### src/override_defines.svh
// Purpose: Named offsets, field positions and constants of the override bank
// Assumes: APB byte addresses are four times the register index
// Notes: Definitions only
`ifndef OVERRIDE_DEFINES_SVH
`define OVERRIDE_DEFINES_SVH

// Register indexes and byte addresses
`define IDX_OVR_A 8'hEC
`define IDX_OVR_B 8'hEE
`define IDX_STATUS 8'hF8
`define ADDR_OVR_A {2'h0, `IDX_OVR_A, 2'h0}
`define ADDR_OVR_B {2'h0, `IDX_OVR_B, 2'h0}
`define ADDR_STATUS {2'h0, `IDX_STATUS, 2'h0}
`define RESET_WORD 32'h0000_0000

// Fields of control_override_a
`define A_SRC_SEL 10
`define A_IQ_HI 9
`define A_IQ_LO 0

// Fields of control_override_b
`define B_SECT_HI 30
`define B_SECT_LO 28
`define B_RECIRC_N 27
`define B_CUR_OFF 26
`define B_VD_HI 25
`define B_VD_LO 16
`define B_VQ_HI 15
`define B_VQ_LO 6
`define B_START 5
`define B_SEL_HI 4
`define B_SEL_LO 1
`define B_COMMIT 0

// Override code scaling
`define CODE_POS_MAX 11'sh1F4
`define CODE_NEG_MIN 11'sh200
`define CODE_WRAP 11'sh400
`define SCALE_DIV 28'sh00001F4
`define MOD_FULL_SCALE 16'h7FFF

// Sector codes that mean last active sector
`define SECT_LAST_A 3'h0
`define SECT_LAST_B 3'h7

`endif

### src/override_pkg.sv
// Purpose: Shared types of the override bank
// Assumes: Constants live in override_defines.svh
// Notes: Nothing here is imported; use override_pkg::name
package override_pkg;

    typedef logic [9:0] code_t;
    typedef logic [15:0] scale_t;
    typedef logic signed [15:0] target_t;
    typedef logic [2:0] sector_t;

endpackage : override_pkg

### src/override_bank.sv
// Purpose: APB debug override bank steering the motor control core
// Assumes: Core signals share clk; APB master keeps the protocol
// Notes: Override registers are write-only and read as zero
//
// Local design decision: the APB register port.
`timescale 1ns/100ps
`default_nettype none
`include "override_defines.svh"

module override_bank (
    input wire logic clk,
    input wire logic rst,
    input wire logic psel,
    input wire logic penable,
    input wire logic pwrite,
    input wire logic [11:0] paddr,
    input wire logic [31:0] pwdata,
    output logic [31:0] prdata,
    output logic pready,
    output logic pslverr,
    input wire logic [15:0] preset_lock_position,
    input wire logic [15:0] override_lock_position,
    input wire override_pkg::scale_t full_scale_current,
    input wire logic velocity_regulator_off,
    input wire override_pkg::sector_t last_sector,
    input wire logic param_measure_done,
    output logic [15:0] lock_position_q,
    output override_pkg::target_t torque_current_target_q,
    output logic torque_override_active_q,
    output override_pkg::target_t direct_modulation_target_q,
    output override_pkg::target_t quadrature_modulation_target_q,
    output logic torque_regulator_en_q,
    output logic velocity_regulator_en_q,
    output override_pkg::sector_t recirc_sector_q,
    output logic recirc_enable_q,
    output logic [3:0] measure_select_q,
    output logic param_measure_start_q,
    output logic param_measure_commit_q,
    output logic measure_busy_q
);

    logic [31:0] ovr_a_q, ovr_a_d, ovr_b_q, ovr_b_d;
    logic [31:0] prdata_q, prdata_d;
    logic wr_a, wr_b, rd_setup, mapped;
    logic iq_bad, vd_bad, vq_bad;
    logic [15:0] lock_d;
    logic trq_ovr_d, trq_en_d, vel_en_d, rec_en_d, busy_d;
    logic start_d, commit_d;
    override_pkg::sector_t sect_d;

    // Address decode; zero wait states so pready is high in every access
    always_comb begin
        mapped = (paddr == `ADDR_OVR_A) || (paddr == `ADDR_OVR_B) ||
                 (paddr == `ADDR_STATUS);
        wr_a = psel && penable && pwrite && (paddr == `ADDR_OVR_A);
        wr_b = psel && penable && pwrite && (paddr == `ADDR_OVR_B);
        rd_setup = psel && !penable && !pwrite;
    end
    assign pready = psel && penable;
    assign pslverr = psel && penable && !mapped;
    assign prdata = prdata_q;

    // Register storage; written words land at the access edge
    always_comb begin
        ovr_a_d = wr_a ? pwdata : ovr_a_q;
        ovr_b_d = wr_b ? pwdata : ovr_b_q;
        prdata_d = prdata_q;
        if (rd_setup) begin
            // Write-only words read zero; only status shows state
            prdata_d = (paddr == `ADDR_STATUS) ?
                {25'h0000000, iq_bad, vd_bad, vq_bad, trq_en_d,
                 vel_en_d, trq_ovr_d, measure_busy_q} : `RESET_WORD;
        end
    end

    always_ff @(posedge clk) begin
        if (rst) begin
            ovr_a_q <= `RESET_WORD;
            ovr_b_q <= `RESET_WORD;
            prdata_q <= `RESET_WORD;
        end else begin
            ovr_a_q <= ovr_a_d;
            ovr_b_q <= ovr_b_d;
            prdata_q <= prdata_d;
        end
    end

    // Override decode toward the control core
    always_comb begin
        lock_d = ovr_a_q[`A_SRC_SEL] ? override_lock_position :
                 preset_lock_position;
        trq_en_d = !ovr_b_q[`B_CUR_OFF];
        vel_en_d = trq_en_d && !velocity_regulator_off;
        trq_ovr_d = velocity_regulator_off && trq_en_d;
        rec_en_d = !ovr_b_q[`B_RECIRC_N];
        sect_d = ovr_b_q[`B_SECT_HI:`B_SECT_LO];
        if (sect_d == `SECT_LAST_A || sect_d == `SECT_LAST_B) begin
            sect_d = last_sector;
        end
        // One-cycle launch pulses from a write with the bit set
        start_d = wr_b && pwdata[`B_START];
        commit_d = wr_b && pwdata[`B_COMMIT];
        // A new start wins over a done in the same cycle
        busy_d = start_d || (measure_busy_q && !param_measure_done);
    end

    always_ff @(posedge clk) begin
        if (rst) begin
            lock_position_q <= 16'h0000;
            torque_regulator_en_q <= 1'b1;
            velocity_regulator_en_q <= 1'b1;
            torque_override_active_q <= 1'b0;
            recirc_enable_q <= 1'b1;
            recirc_sector_q <= 3'h0;
            measure_select_q <= 4'h0;
            param_measure_start_q <= 1'b0;
            param_measure_commit_q <= 1'b0;
            measure_busy_q <= 1'b0;
        end else begin
            lock_position_q <= lock_d;
            torque_regulator_en_q <= trq_en_d;
            velocity_regulator_en_q <= vel_en_d;
            torque_override_active_q <= trq_ovr_d;
            recirc_enable_q <= rec_en_d;
            recirc_sector_q <= sect_d;
            measure_select_q <= ovr_b_q[`B_SEL_HI:`B_SEL_LO];
            param_measure_start_q <= start_d;
            param_measure_commit_q <= commit_d;
            measure_busy_q <= busy_d;
        end
    end

    // Torque target in full-scale current units
    override_scaler u_iq (
        .clk(clk),
        .rst(rst),
        .code(ovr_a_q[`A_IQ_HI:`A_IQ_LO]),
        .full_scale(full_scale_current),
        .target_q(torque_current_target_q),
        .invalid_q(iq_bad)
    );

    // Voltage targets as Q15 fractions of full modulation
    override_scaler u_vd (
        .clk(clk),
        .rst(rst),
        .code(ovr_b_q[`B_VD_HI:`B_VD_LO]),
        .full_scale(`MOD_FULL_SCALE),
        .target_q(direct_modulation_target_q),
        .invalid_q(vd_bad)
    );

    override_scaler u_vq (
        .clk(clk),
        .rst(rst),
        .code(ovr_b_q[`B_VQ_HI:`B_VQ_LO]),
        .full_scale(`MOD_FULL_SCALE),
        .target_q(quadrature_modulation_target_q),
        .invalid_q(vq_bad)
    );
endmodule : override_bank
`default_nettype wire

### src/override_scaler.sv
// Purpose: Turns a 10-bit signed override code into code/500 of a full scale
// Assumes: Code and full scale come from logic on the same clock
// Notes: Codes 501..511 are invalid; they yield zero and raise a flag
`timescale 1ns/100ps
`default_nettype none
`include "override_defines.svh"

module override_scaler (
    input wire logic clk,
    input wire logic rst,
    input wire override_pkg::code_t code,
    input wire override_pkg::scale_t full_scale,
    output override_pkg::target_t target_q,
    output logic invalid_q
);

    override_pkg::target_t target_d;
    logic invalid_d;

    // Signed numerator: code below or at the top, or code minus the wrap
    function automatic logic signed [10:0] numerator(
        input override_pkg::code_t c
    );
        logic signed [10:0] n;
        n = $signed({1'b0, c});
        if (n <= `CODE_POS_MAX) begin
            numerator = n;
        end else if (n >= `CODE_NEG_MIN) begin
            numerator = n - `CODE_WRAP;
        end else begin
            numerator = 11'sh000;
        end
    endfunction : numerator

    // Product then divide by the constant; a divider by 500 is cheap enough
    always_comb begin
        logic signed [27:0] prod;
        prod = 28'sh0000000;
        prod = 28'(numerator(code) * $signed({1'b0, full_scale}));
        target_d = 16'(prod / `SCALE_DIV);
        invalid_d = (numerator(code) == 11'sh000) && (code != 10'h000);
    end

    // Registered so the core sees a glitch-free target
    always_ff @(posedge clk) begin
        if (rst) begin
            target_q <= 16'sh0000;
            invalid_q <= 1'b0;
        end else begin
            target_q <= target_d;
            invalid_q <= invalid_d;
        end
    end

endmodule : override_scaler
`default_nettype wire

### config.mk
export PLATFORM = sky130hd
export DESIGN_NAME = override_bank
export DESIGN_NICKNAME = d
export VERILOG_FILES = /design/src/override_pkg.sv /design/src/override_bank.sv /design/src/override_scaler.sv
export VERILOG_INCLUDE_DIRS = /design/src /design/src/src
export SDC_FILE = /design/constraint.sdc
export NUM_CORES = 1
export LEC_CHECK = 0
export ABC_AREA = 1
export BUFFER_PORTS_ARGS = -buffer_cell sky130_fd_sc_hd__buf_2
export CAP_MARGIN = 20
export CELL_PAD_IN_SITES_DETAIL_PLACEMENT = 0
export CELL_PAD_IN_SITES_GLOBAL_PLACEMENT = 1
export CORE_ASPECT_RATIO = 1.2
export CORE_MARGIN = 3
export CORE_UTILIZATION = 49
export DETAILED_ROUTE_END_ITERATION = 8
export PLACE_DENSITY = 0.95
export SETUP_SLACK_MARGIN = 0.5
export SYNTH_ARGS = -nofsm -noshare
export SYNTH_HDL_FRONTEND = slang
export SYNTH_SLANG_ARGS = --single-unit
### constraint.sdc
create_clock -name clk -period 53.1 [get_ports clk]
set_input_delay 10.62 -clock clk [delete_from_list [all_inputs] [get_ports clk]]
set_output_delay 10.62 -clock clk [all_outputs]
set_load 0.02 [all_outputs]
==> flow_summary.ini <==
[outcome]
status = finished, final reports clean

[clock_network]
ctsLongestPathBuffers = 2
cts_resized = 0
cts_buffers = 17
clk_latency_ps = 490
clk_pin_slew_ps = 60
hold_buffers = 0
cts_max_level = 4
cts_setup_buffers = 0
cts_num_sinks = 128
cts_root_buffer = clkbuf_16
cts_tree = yes

[logic_synthesis]
synthArstFlopShare_pct = 0
synthesis.area_sq_um = 31600
ys_seq_area_share_pct = 8.10
ys_ff_latch = 128
synth_edf_count = 0
syn_inst = 5010
yosys_warnings = 0
synth_ff_type = dfxtp_1
yosysUniqueCellTypes = 77
avgSynthCellArea_sq_um = 6.31

[die]
design.core.area_sq_um = 63600
start_util_pct = 49.8
die_w_um = 238
floorplan.die_area_sq_um = 67700
io_pins = 214
die_h_um = 284
row_count = 101

[worst_setup_path]
worstSetupEndpointType = register
critical-path-max-stage-delay_ps = 560
crit_type = in2reg
worstSetupStartpointType = input pin
path_max_fanout = 43
cp.required_ps = 53450
cp.arrival_ps = 27670
crit_top_cell = nand2_1
slowest_stage = fa_1

[cells_and_area]
fillCellCount = 6615
stdcell_count = 6001
multi_input_area_sq_um = 24700
seqCellArea_sq_um = 2560
drive_gt1_share_pct = 17.8
final_cell_mix = nand2_1 (1099), inv_1 (898), nor2_1 (486), nand3_1 (389), nand2_2 (235)
antenna_cells = 0
final_common_cell = nand2_1
syn_to_final_growth_pct = 6.90
fin_nets = 5690

[sta]
report.final.setup_viol = 0
hold_violations = 0
post-route-period-util_pct = 51.5
slew_violations = 0
tightest_slew_ps = 939
rsz0062_at_grt = no
setup-tns-final_ps = 0
clock.fmax_mhz = 36.6
finalWorstPathRequiredPeriod_ps = 27320
slew_headroom_pct = 37.4
skew_ps = 16.4

[detailed_routing]
highest_layer = met4
routedWlPerCell_um = 13.5
vias = 30300
ant_nets = 0
first_pass_iters = 6
m1WireLength_um = 34800
drt-vias-per-instance = 5.05
drtIter0Drc = 1378
wl_met2_um = 40200
wl_um = 80700
route.detailed.drc = 0
wl_met3_um = 3050

[placement]
place_inst = 5968
place_congestion = 0.903
portBuffers = 187
dp_hpwl_um = 68300

[pwr]
cellLeakagePower_uw = 0.0202
power_density_nw_per_um2 = 7.07
ir_drop_mv = 0.0238

[global_routing]
antenna_found_initial = 2
grt_max_degree = 59
track_usage_pct = 24.2
grt_pass1_vias = 29600
grt_pass1_wl_um = 137000
gr-total-overflow = 0

[run]
cap_violations = 0

[hold_path]
hp-class = reg2reg
-- final cells by class --
cell class	instances	share of cell area, %
flip-flops and latches	128	7.58
multi-input cells	3775	72.9
well taps	824	3.05
repair buffers	199	3.04
clock inverters	12	0.400
inverters	1044	11.7
clock buffers	19	1.34
-- cells in the mapped netlist, types with 7 or more instances --
master	instances	share of area [%]
buf_4	30	0.71
clkbuf_1	40	0.47
nand3b_1	29	0.69
nor4_1	14	0.28
inv_2	120	1.4
nand3_2	73	2.3
nor2_1	486	5.8
nand3_4	10	0.55
inv_4	9	0.18
nor2_4	21	0.75
xnor2_1	21	0.58
nor2_2	71	1.4
nand4_1	66	1.3
xor2_1	143	4.0
o21ai_0	122	1.9
and2_1	11	0.22
a21oi_1	150	2.4
nand2_4	54	1.9
o211ai_1	15	0.36
a31oi_1	7	0.14
fa_1	222	14
ha_1	201	7.9
nand3_1	389	6.2
buf_6	10	0.36
o21bai_1	24	0.57
o21ai_1	102	1.6
o21ai_2	23	0.64
nand2_1	1099	13
nand4_2	9	0.36
a21oi_2	11	0.30
nand2_2	235	4.6
nor3_1	55	0.87
clkinv_1	10	0.12
dfxtp_1	128	8.1
inv_1	900	11
-- per-layer routing --
| layer | track usage, % | vias to the layer above |
|---|---|---|
| li1 | - | 15800 |
| met1 | 28.7 | 13800 |
| met2 | 44.6 | 545 |
| met3 | 2.82 | 140 |
| met4 | 8.90 | 0 |
| met5 | 0 | - |
-- critical path: cells and delay by family --
kind	cells	cell delay, ps
AND/OR/NAND/NOR	93	10500
adder cells (fa/ha/maj)	7	3210
buffers and inverters	16	1890
AO/OA/AOI/OAI	8	1410
-- sequential cells by signal, indices dropped and copies added (netlist names), 3 cells and up --
signal	count
ovr_b_q	29
lock_position_q	16
u_iq.target_q	16
u_vd.target_q	16
u_vq.target_q	16
ovr_a_q	11
prdata	7
measure_select_q	4
recirc_sector_q	3
-- where the power goes --
group          internal, uW  switching [uW]
combinational          5.31            12.8
sequential             97.0           0.267
clock                  71.2            52.3
-- stage by stage --
stage	worst slack (ps)	hold WS (ps)	area [sq um]	power, uW	util [%]
after detailed placement	25400	392	33200	118	52.3
after global placement	25560	366	33200	117	52.3
final	25780	401	33800	239	53.2
after CTS	25860	403	33800	243	53.2
after floorplan	28270	362	31700	110	-
after global routing	23710	411	33800	248	53.2
-- cell families after synthesis --
| group | share of synthesized area [%] |
|---|---|
| multiplexers | 0.0316 |
| other | 0.0119 |
| AND/OR/NAND/NOR | 41.2 |
| buffers and inverters | 14.3 |
| XOR/XNOR | 4.99 |
| AO/OA/AOI/OAI | 9.44 |
| adder cells (fa/ha/maj) | 22.0 |
| flip-flops | 8.10 |
-- worst paths after layout --
kind,from,endpoint,slack (ps),cells past startpoint
max,full_scale_current[3],u_iq.target_q[14],25780,124
max reg2reg,ovr_b_q[15],u_vq.target_q[14],34170,120
min,ovr_b_q[27],recirc_enable_q,400,1
min reg2reg,ovr_b_q[27],recirc_enable_q,400,1
No activity file was read; power rests on OpenSTA's default activity.
